--- src/shared/fbw_pkg.sv ---
package fbw_pkg;

  // ****************************************
  // Widths
  // ****************************************
  localparam int AXI_AW   = 8;
  localparam int ADDR_W   = 16;
  localparam int TMR_W    = 16;
  localparam int LANES    = 4;

  // ****************************************
  // Register offsets (byte addresses)
  // ****************************************
  localparam logic [7:0] OFS_CACHE_CTRL  = 8'h00;
  localparam logic [7:0] OFS_BANK        = 8'h04;
  localparam logic [7:0] OFS_PS_CTRL     = 8'h08;
  localparam logic [7:0] OFS_FLASH_SCALE = 8'h0C;
  localparam logic [7:0] OFS_STATUS      = 8'h10;

  // ****************************************
  // Field positions
  // ****************************************
  localparam int BIT_BLK_SEL = 0;
  localparam int BANK_LSB    = 4;
  localparam int BANK_MSB    = 5;
  localparam int BIT_REDIR   = 0;
  localparam int BIT_SCRATCH = 2;
  localparam int BIT_WRERASE = 0;
  localparam int STAT_BUSY   = 0;
  localparam int STAT_MASK   = 4;
  localparam int STAT_COUNT  = 16;

  // ****************************************
  // Reset values
  // ****************************************
  localparam logic       RST_BLK_SEL = 1'b0;
  localparam logic [1:0] RST_BANK    = 2'h0;
  localparam logic       RST_REDIR   = 1'b0;
  localparam logic       RST_SCRATCH = 1'b0;
  localparam logic       RST_WRERASE = 1'b0;
  localparam logic [7:0] ERASED_BYTE = 8'hFF;

  // ****************************************
  // AXI responses
  // ****************************************
  localparam logic [1:0] RESP_OKAY   = 2'h0;
  localparam logic [1:0] RESP_SLVERR = 2'h2;

  // ****************************************
  // Timing
  // ****************************************
  localparam int CLK_MHZ     = 200;
  localparam int PGM_TIME_NS = 20000;
  // Least time: round up
  localparam int PGM_CYCLES  = (PGM_TIME_NS * CLK_MHZ + 999) / 1000;

  // ****************************************
  // Types
  // ****************************************
  typedef enum logic [0:0] {
    FBW_IDLE = 1'b0,
    FBW_PROG = 1'b1
  } fbw_fsm_e;

  typedef struct packed {
    fbw_fsm_e              fsm;
    logic [TMR_W-1:0]      timer;
    logic                  blkSel;
    logic [1:0]            bank;
    logic                  redirEn;
    logic                  scratchEn;
    logic                  wrEraseEn;
    logic [31:0]           bufData;
    logic [LANES-1:0]      bufMask;
    logic                  moveReady;
    logic                  pgmStart;
    logic [ADDR_W-1:0]     pgmAddr;
    logic [31:0]           pgmData;
    logic [LANES-1:0]      pgmByteEn;
    logic [1:0]            pgmBank;
    logic                  pgmScratch;
    logic [15:0]           pgmCount;
    logic                  extRamWrEn;
    logic [ADDR_W-1:0]     extRamWrAddr;
    logic [7:0]            extRamWrData;
    logic                  awready;
    logic                  wready;
    logic                  awHeld;
    logic                  wHeld;
    logic [AXI_AW-1:0]     awAddr;
    logic [31:0]           wData;
    logic [3:0]            wStrb;
    logic                  bvalid;
    logic [1:0]            bresp;
    logic                  arready;
    logic                  rvalid;
    logic [31:0]           rdata;
    logic [1:0]            rresp;
  } fbw_state_s;

endpackage

--- src/rtl/fbw_flash_block_writer.sv ---
// Contract
// RULE1: Single mode programs after every move write
// RULE2: Block mode: four bytes code, two scratchpad
// RULE3: Block program time equals single byte time
// RULE4: Block mode holds program until last byte
// RULE5: Software writes code block bytes ascending
// RULE6: Code block starts after address ending 11b
// RULE7: Scratchpad block starts after address ending 1b
// RULE8: Unwanted block bytes are written as FF
// RULE9: Write/erase enable gates all programming
// RULE10: Store write enable steers moves to flash
// RULE11: Scratchpad enable targets scratchpad area
// RULE12: Bank field picks bank for writes
// RULE13: Software follows enable and disable sequence
// RULE14: Block select is bit 0, read/write
// RULE15: No programming unless both enables set
//
// Local design decisions: the register offsets and the AXI4-Lite register port.
`timescale 1ns/1ps
module fbw_flash_block_writer
  import fbw_pkg::*;
#(
  parameter int PGM_CYC = PGM_CYCLES
) (
  // Clock, reset, enable
  input  wire logic              clk_sys,
  input  wire logic              resetn,
  input  wire logic              ce,
  // AXI4-Lite write address
  input  wire logic [AXI_AW-1:0] s_axi_awaddr,
  input  wire logic [2:0]        s_axi_awprot,
  input  wire logic              s_axi_awvalid,
  output logic                   s_axi_awready,
  // AXI4-Lite write data
  input  wire logic [31:0]       s_axi_wdata,
  input  wire logic [3:0]        s_axi_wstrb,
  input  wire logic              s_axi_wvalid,
  output logic                   s_axi_wready,
  // AXI4-Lite write response
  output logic [1:0]             s_axi_bresp,
  output logic                   s_axi_bvalid,
  input  wire logic              s_axi_bready,
  // AXI4-Lite read address
  input  wire logic [AXI_AW-1:0] s_axi_araddr,
  input  wire logic [2:0]        s_axi_arprot,
  input  wire logic              s_axi_arvalid,
  output logic                   s_axi_arready,
  // AXI4-Lite read data
  output logic [31:0]            s_axi_rdata,
  output logic [1:0]             s_axi_rresp,
  output logic                   s_axi_rvalid,
  input  wire logic              s_axi_rready,
  // Move writes from the core
  input  wire logic              moveWrValid,
  input  wire logic [ADDR_W-1:0] moveWrAddr,
  input  wire logic [7:0]        moveWrData,
  output logic                   moveWrReady,
  // Flash programming command
  output logic                   flashPgmStart,
  output logic [ADDR_W-1:0]      flashPgmAddr,
  output logic [31:0]            flashPgmData,
  output logic [LANES-1:0]       flashPgmByteEn,
  output logic [1:0]             flashPgmBank,
  output logic                   flashPgmScratch,
  // External data RAM write
  output logic                   extRamWrEn,
  output logic [ADDR_W-1:0]      extRamWrAddr,
  output logic [7:0]             extRamWrData
);

  // ****************************************
  // State
  // ****************************************
  fbw_state_s        s;
  fbw_state_s        s_nxt;
  logic              moveTake;
  logic [1:0]        lane;
  logic              lastByte;
  logic [31:0]       blkData;
  logic [31:0]       oneData;
  logic [LANES-1:0]  oneEn;
  logic [31:0]       rdMux;
  logic [1:0]        rdResp;

  localparam logic [TMR_W-1:0] TMR_LAST = TMR_W'(PGM_CYC - 1);

  assign moveTake = moveWrValid && s.moveReady;
  assign lane     = moveWrAddr[1:0];

  // ****************************************
  // Next state
  // ****************************************
  always_comb begin
    s_nxt    = s;
    lastByte = 1'b0;
    blkData  = s.bufData;
    oneData  = {LANES{ERASED_BYTE}};
    oneEn    = '0;
    rdMux    = 32'h0000_0000;
    rdResp   = RESP_OKAY;
    s_nxt.pgmStart = 1'b0;
    s_nxt.extRamWrEn = 1'b0;

    // Lane placement of the incoming byte
    for (int i = 0; i < LANES; i++) begin
      if (lane == 2'(i)) begin
        blkData[i*8 +: 8] = moveWrData;
        oneData[i*8 +: 8] = moveWrData;
        oneEn[i]          = 1'b1;
      end
    end

    // Scratchpad blocks pair on address bit 0, code blocks on 1:0
    if (s.scratchEn) begin
      lastByte = moveWrAddr[0]; // RULE7 RULE2
    end else begin
      lastByte = (moveWrAddr[1:0] == 2'b11); // RULE6 RULE2
    end

    // Programming timer; same length for single and block
    if (s.fsm == FBW_PROG) begin
      if (s.timer == TMR_LAST) begin // RULE3
        s_nxt.fsm   = FBW_IDLE;
        s_nxt.timer = '0;
      end else begin
        s_nxt.timer = s.timer + TMR_W'(1);
      end
    end

    if (moveTake) begin
      if (!s.redirEn) begin
        // Redirect off: plain data RAM write
        s_nxt.extRamWrEn   = 1'b1; // RULE10
        s_nxt.extRamWrAddr = moveWrAddr;
        s_nxt.extRamWrData = moveWrData;
      end else if (s.wrEraseEn) begin // RULE9 RULE15
        s_nxt.pgmBank    = s.bank; // RULE12
        s_nxt.pgmScratch = s.scratchEn; // RULE11
        if (!s.blkSel) begin
          s_nxt.pgmStart  = 1'b1; // RULE1
          s_nxt.pgmAddr   = moveWrAddr;
          s_nxt.pgmData   = oneData;
          s_nxt.pgmByteEn = oneEn;
          s_nxt.fsm       = FBW_PROG;
          s_nxt.timer     = '0;
          s_nxt.pgmCount  = s.pgmCount + 16'h0001;
        end else if (!lastByte) begin
          // Hold in buffer until the top byte arrives
          s_nxt.bufData = blkData; // RULE4
          s_nxt.bufMask = s.bufMask | oneEn;
        end else begin
          s_nxt.pgmStart = 1'b1; // RULE6 RULE7
          s_nxt.pgmData  = blkData;
          s_nxt.fsm      = FBW_PROG;
          s_nxt.timer    = '0;
          s_nxt.pgmCount = s.pgmCount + 16'h0001;
          if (s.scratchEn) begin
            s_nxt.pgmAddr   = {moveWrAddr[ADDR_W-1:1], 1'b0};
            s_nxt.pgmByteEn = moveWrAddr[1] ? 4'hC : 4'h3;
          end else begin
            s_nxt.pgmAddr   = {moveWrAddr[ADDR_W-1:2], 2'b00};
            s_nxt.pgmByteEn = 4'hF;
          end
          // Unwritten lanes leave the flash as erased
          s_nxt.bufData = {LANES{ERASED_BYTE}}; // RULE8
          s_nxt.bufMask = '0;
        end
      end
      // Write/erase enable clear with redirect set: write is dropped
    end

    // No new move write while programming runs
    s_nxt.moveReady = (s_nxt.fsm == FBW_IDLE);

    // ****************************************
    // AXI write channel
    // ****************************************
    if (s_axi_awvalid && s.awready) begin
      s_nxt.awHeld  = 1'b1;
      s_nxt.awAddr  = s_axi_awaddr;
      s_nxt.awready = 1'b0;
    end
    if (s_axi_wvalid && s.wready) begin
      s_nxt.wHeld  = 1'b1;
      s_nxt.wData  = s_axi_wdata;
      s_nxt.wStrb  = s_axi_wstrb;
      s_nxt.wready = 1'b0;
    end
    if (s.awHeld && s.wHeld && !s.bvalid) begin
      s_nxt.awHeld = 1'b0;
      s_nxt.wHeld  = 1'b0;
      s_nxt.bvalid = 1'b1;
      s_nxt.bresp  = RESP_OKAY;
      if (s.awAddr[AXI_AW-1:2] == OFS_CACHE_CTRL[AXI_AW-1:2]) begin
        if (s.wStrb[0]) begin
          s_nxt.blkSel = s.wData[BIT_BLK_SEL]; // RULE14
        end
      end else if (s.awAddr[AXI_AW-1:2] == OFS_BANK[AXI_AW-1:2]) begin
        if (s.wStrb[0]) begin
          s_nxt.bank = s.wData[BANK_MSB:BANK_LSB]; // RULE12
        end
      end else if (s.awAddr[AXI_AW-1:2] == OFS_PS_CTRL[AXI_AW-1:2]) begin
        if (s.wStrb[0]) begin
          s_nxt.redirEn   = s.wData[BIT_REDIR]; // RULE10
          s_nxt.scratchEn = s.wData[BIT_SCRATCH]; // RULE11
        end
      end else if (s.awAddr[AXI_AW-1:2] ==
                   OFS_FLASH_SCALE[AXI_AW-1:2]) begin
        if (s.wStrb[0]) begin
          s_nxt.wrEraseEn = s.wData[BIT_WRERASE]; // RULE9
        end
      end else if (s.awAddr[AXI_AW-1:2] == OFS_STATUS[AXI_AW-1:2]) begin
        s_nxt.bresp = RESP_OKAY;
      end else begin
        s_nxt.bresp = RESP_SLVERR;
      end
    end
    if (s.bvalid && s_axi_bready) begin
      s_nxt.bvalid  = 1'b0;
      s_nxt.awready = 1'b1;
      s_nxt.wready  = 1'b1;
    end

    // ****************************************
    // AXI read channel
    // ****************************************
    if (s_axi_araddr[AXI_AW-1:2] == OFS_CACHE_CTRL[AXI_AW-1:2]) begin
      rdMux[BIT_BLK_SEL] = s.blkSel; // RULE14
    end else if (s_axi_araddr[AXI_AW-1:2] == OFS_BANK[AXI_AW-1:2]) begin
      rdMux[BANK_MSB:BANK_LSB] = s.bank;
    end else if (s_axi_araddr[AXI_AW-1:2] == OFS_PS_CTRL[AXI_AW-1:2]) begin
      rdMux[BIT_REDIR]   = s.redirEn;
      rdMux[BIT_SCRATCH] = s.scratchEn;
    end else if (s_axi_araddr[AXI_AW-1:2] ==
                 OFS_FLASH_SCALE[AXI_AW-1:2]) begin
      rdMux[BIT_WRERASE] = s.wrEraseEn;
    end else if (s_axi_araddr[AXI_AW-1:2] == OFS_STATUS[AXI_AW-1:2]) begin
      rdMux[STAT_BUSY]                   = (s.fsm == FBW_PROG);
      rdMux[STAT_MASK +: LANES]          = s.bufMask;
      rdMux[STAT_COUNT +: 16]            = s.pgmCount;
    end else begin
      rdResp = RESP_SLVERR;
    end
    if (s_axi_arvalid && s.arready) begin
      s_nxt.arready = 1'b0;
      s_nxt.rvalid  = 1'b1;
      s_nxt.rdata   = rdMux;
      s_nxt.rresp   = rdResp;
    end
    if (s.rvalid && s_axi_rready) begin
      s_nxt.rvalid  = 1'b0;
      s_nxt.arready = 1'b1;
    end
  end

  // ****************************************
  // Registers
  // ****************************************
  always_ff @(posedge clk_sys or negedge resetn) begin
    if (!resetn) begin
      s            <= '0;
      s.fsm        <= FBW_IDLE;
      s.blkSel     <= RST_BLK_SEL;
      s.bank       <= RST_BANK;
      s.redirEn    <= RST_REDIR;
      s.scratchEn  <= RST_SCRATCH;
      s.wrEraseEn  <= RST_WRERASE;
      s.bufData    <= {LANES{ERASED_BYTE}};
      s.pgmData    <= {LANES{ERASED_BYTE}};
      s.moveReady  <= 1'b1;
      s.awready    <= 1'b1;
      s.wready     <= 1'b1;
      s.arready    <= 1'b1;
    end else if (ce) begin
      s <= s_nxt;
    end
  end

  // ****************************************
  // Outputs
  // ****************************************
  assign s_axi_awready   = s.awready;
  assign s_axi_wready    = s.wready;
  assign s_axi_bresp     = s.bresp;
  assign s_axi_bvalid    = s.bvalid;
  assign s_axi_arready   = s.arready;
  assign s_axi_rdata     = s.rdata;
  assign s_axi_rresp     = s.rresp;
  assign s_axi_rvalid    = s.rvalid;
  assign moveWrReady     = s.moveReady;
  assign flashPgmStart   = s.pgmStart;
  assign flashPgmAddr    = s.pgmAddr;
  assign flashPgmData    = s.pgmData;
  assign flashPgmByteEn  = s.pgmByteEn;
  assign flashPgmBank    = s.pgmBank;
  assign flashPgmScratch = s.pgmScratch;
  assign extRamWrEn      = s.extRamWrEn;
  assign extRamWrAddr    = s.extRamWrAddr;
  assign extRamWrData    = s.extRamWrData;
endmodule

--- config.mk ---
export PLATFORM = sky130hd
export DESIGN_NAME = fbw_flash_block_writer
export DESIGN_NICKNAME = d
export VERILOG_FILES = /design/src/shared/fbw_pkg.sv /design/src/rtl/fbw_flash_block_writer.sv
export SDC_FILE = /design/constraint.sdc
export NUM_CORES = 1
export LEC_CHECK = 0
export ABC_AREA = 0
export BUFFER_PORTS_ARGS = -buffer_cell sky130_fd_sc_hd__buf_2
export CAP_MARGIN = 20
export CORE_MARGIN = 8
export CORE_UTILIZATION = 30
export CTS_CLUSTER_SIZE = 24
export DETAILED_ROUTE_END_ITERATION = 8
export PLACE_DENSITY = 0.56
export RECOVER_POWER = 50
export SYNTH_ARGS = -nofsm -noshare
export SYNTH_HDL_FRONTEND = slang
export SYNTH_SLANG_ARGS = --single-unit
export TNS_END_PERCENT = 5
--- constraint.sdc ---
create_clock -name clk_sys -period 2.7 [get_ports clk_sys]
set_input_delay 0.27 -clock clk_sys [delete_from_list [all_inputs] [get_ports clk_sys]]
set_output_delay 0.27 -clock clk_sys [all_outputs]
set_load 0.02 [all_outputs]
==> impl_results.md <==
* Status: finished, final reports clean
* DRC viols at 0
* Syn-to-layout area delta at 9.095%
* Vias in the first global route at approximately 6.6k
* Antenna cells at 0
* Share of flip-flops with an asynchronous set or reset at 100.0%
* Drt initial violations at 295
* Worst skew pair latency at between 0.4 and 0.5 ns
* Period utilisation layout at roughly three quarters
* Crit path DAT at approximately 2.5 ns
* Clk sink count at slightly below 200
* Mapped Avg Cell Area at roughly 10 sq um
* Port bufs at 160
* R2R depth at 4
* Setup TNS at 0 ns
* Worst r2r src: moveWrReady
* Count of different cell masters after synthesis at between 60 and 70
* Register area at 5065 sq um
* Vias at roughly 6.5k
* Synth Area in Adders at less than 1%
* Max Fclk at a little under 500 MHz
* GRT Total Usage at between 10% and 20%
* Final Non-Filler Cells at around 1.4k
* Routability Congestion at ~0.76
* Total power at around 0.0067 W
* Max VDD drop at ~440 uV
* Most frequent cells after synthesis: 155 x nand2_1, 131 x dfrtp_1, 117 x buf_4
* Dominant synthesized flop cell: dfrtp_1
* Starting Density at between 30 and 40%
* Placed cell area at approximately 9900 sq um
* Final HPWL DP at 16.43 mm
* ANT nets after route at 0
* First-pass GRT wire length at 37.76 mm
* Worst Setup EP: s[196]
* Via density at between 4 and 5
* Layout cells sized above 1 at 25.23%
* Total Wirelength at ~23 mm
* Compound-gate portion of the synthesized area at a little over an eighth
* Rows at between 60 and 70
* Critical path class: reg -> reg
* Portion of netlist area occupied by mux cells at under 10%
* Count leader, synth: nand2_1
* MaxCap Viol Count at 0
* Xor and xnor area share after synthesis at 1.658%
* Yosys top cell area share at between 30% and 40%
* Final Skew at between 0.015 and 0.02 ns
* Drt first pass iters at 4
* TritonCTS clock tree: done
* Critical Path Sink Type: flip-flop
* Die Wd at between 150 and 200 microns
* Number of flops mapped to enable cells by yosys at 0
* Worst setup startpoint: moveWrReady
* Final Hold Viols at 0
* Final max-slew violation count at 0
* Lkg Pwr at around 4.5 nW
* Largest net degree at the start of global routing at between 80 and 90
* RR Endpoint: s[196]
* Post-Syn Instances at about 900
* Clock period minus worst slack at ~2.1 ns
* FF-to-FF setup slack at 0.62 ns
* Htree depth at 4
* Total gr overflow at 0
* Top post-synthesis cells by area: dfrtp_1 34%, dfstp_2 19%, buf_4 9.2%
* FF+latch count, synth at around 200
* Syn. warnings at 0
* Core ar. at approximately 31000 sq um
* CP max FO at 10
* Initial antenna violation count at 4
* Clock transition at the registers of the reported paths at 0.07 ns
* Largest family of logic cells by synthesized area: simple AND/OR/NAND/NOR gates
* PwrDens at between 600 and 700 nW/um^2
* Unrepaired setup endpoints after global routing: no
* Nets at ~1.0k
* WL/cell at 17.16 microns
* Worst hold path type: in -> reg
* Die Ht at roughly 190 microns
* Startpoint type of the worst setup path: flip-flop
* Actual slew at the worst max-slew pin at ~0.93 ns
* Sequential area share after synthesis at approximately 53%
* Die ar. at ~38000 sq um
* Slew HR at between 30% and 40%
* Multi-input logic area at between 3000 and 4000 sq um
* Placed insts at 1336
* Filler Cell Count at 3254
* Cell Area, Synth at 9507 sq um
* Final setup viols at 0
* CTS Buffer Depth at 2
* Final Cell Area at approximately 10000 sq um
* TritonCTS Buffers at 17
* Simple-gate area share of the yosys netlist at 14.16%
* Synth area leader: dfrtp_1
* IO Count at 214
* Req. time, crit path at about 3 ns
* Clock root buffer: clkbuf_16
## stage by stage
stage / utilization, % / hold slack [ns] / worst slack, ns
4_1_cts: 33.40 / 0.01264 / 0.6358
6_report: 33.04 / 0.03576 / 0.6218
2_1_floorplan: - / -0.02559 / 0.8978
3_3_place_gp: 31.59 / 0.3565 / 0.6122
3_5_place_dp: 31.59 / 0.3650 / 0.5896
5_1_grt: 33.04 / 0.01008 / 0.4589
## power breakdown
group          switching (W)  total (W)  internal [W]
Sequential          0.000156    0.00336       0.00321
Combinational       0.000540   0.000883      0.000343
Clock                0.00114    0.00247       0.00133
## worst min path at each step
stage | endpoint | from | slack (ns) | cells past startpoint
floorplan | extRamWrAddr[0] | resetn | -0.03 | 0
global route | s_axi_rvalid | s_axi_rready | 0.01 | 2
detailed placement | s_axi_rvalid | resetn | 0.36 | 1
CTS | s_axi_rvalid | s_axi_rready | 0.01 | 2
finish | s_axi_rvalid | s_axi_rready | 0.04 | 2
global placement | s_axi_rvalid | resetn | 0.36 | 1
## layer usage
layer | part of all wire [%] | GRT usage (%) | vias up
li1 | - | - | 3136
met1 | 44 | 15.75 | 3200
met2 | 46 | 19.19 | 142
met3 | 7.9 | 5.224 | 40
met4 | 2.0 | 4.328 | 8
met5 | 0.23 | 0 | -
## cells in the final DEF, fill, tap and decap left out, types with 4 or more instances in the layout
master and n:
nand3b_1 8, a21boi_0 4, o22ai_1 18, buf_4 12, and4_1 9, xnor2_1 17
a32o_1 4, nand4_1 19, mux2_2 40, o22a_1 25, a31oi_1 18, clkbuf_16 17
a21oi_1 24, nor3_1 4, dfstp_1 4, o31ai_1 4, buf_2 84, dfrtp_1 131
nand3_1 21, nor2_1 6, conb_1 12, inv_1 18, nand2b_1 11, and3_1 11
dfstp_2 64, o21ai_0 70, clkbuf_1 79, and2_1 6, nand2_1 155
## flip-flops by register name, indices dropped and copies added, names as in the netlist, 2 cells and up
name            count
flashPgmByteEn      4
extRamWrAddr       16
s_axi_rdata        22
flashPgmBank        2
extRamWrData        8
s                  88
flashPgmData       32
flashPgmAddr       16
## critical path, cell delays in order (launching register included)
cell	delay, ns
dfstp_1	0.58
nand3_1	0.24
or4_1	0.81
nand2_4	0.22
o22a_1	0.16
## logic make-up after synthesis
family | count (synthesis)
AOI/OAI and AO/OA | 195
xor gates and xnor gates | 18
adders and majority gates | 2
buffers and inverters | 190
DFF | 199
muxes | 40
other | 1
and+or+nand+nor | 272
## area by class of cell
| class | count | share of cell area [%] |
|---|---|---|
| clock buffers | 22 | 4.476 |
| clock inverters | 10 | 0.8927 |
| repair buffers | 178 | 8.409 |
| inverters | 19 | 0.6877 |
| flip-flops and latches | 199 | 48.84 |
| well taps | 402 | 4.850 |
| multi-input cells | 539 | 31.85 |
## timing repair
action	in CTS	in global routing
hold endpoints to repair	52	0
resized for setup	0	0
hold buffers	1	0
buffers inserted	0	0
Power figures use the tool's default switching activity.
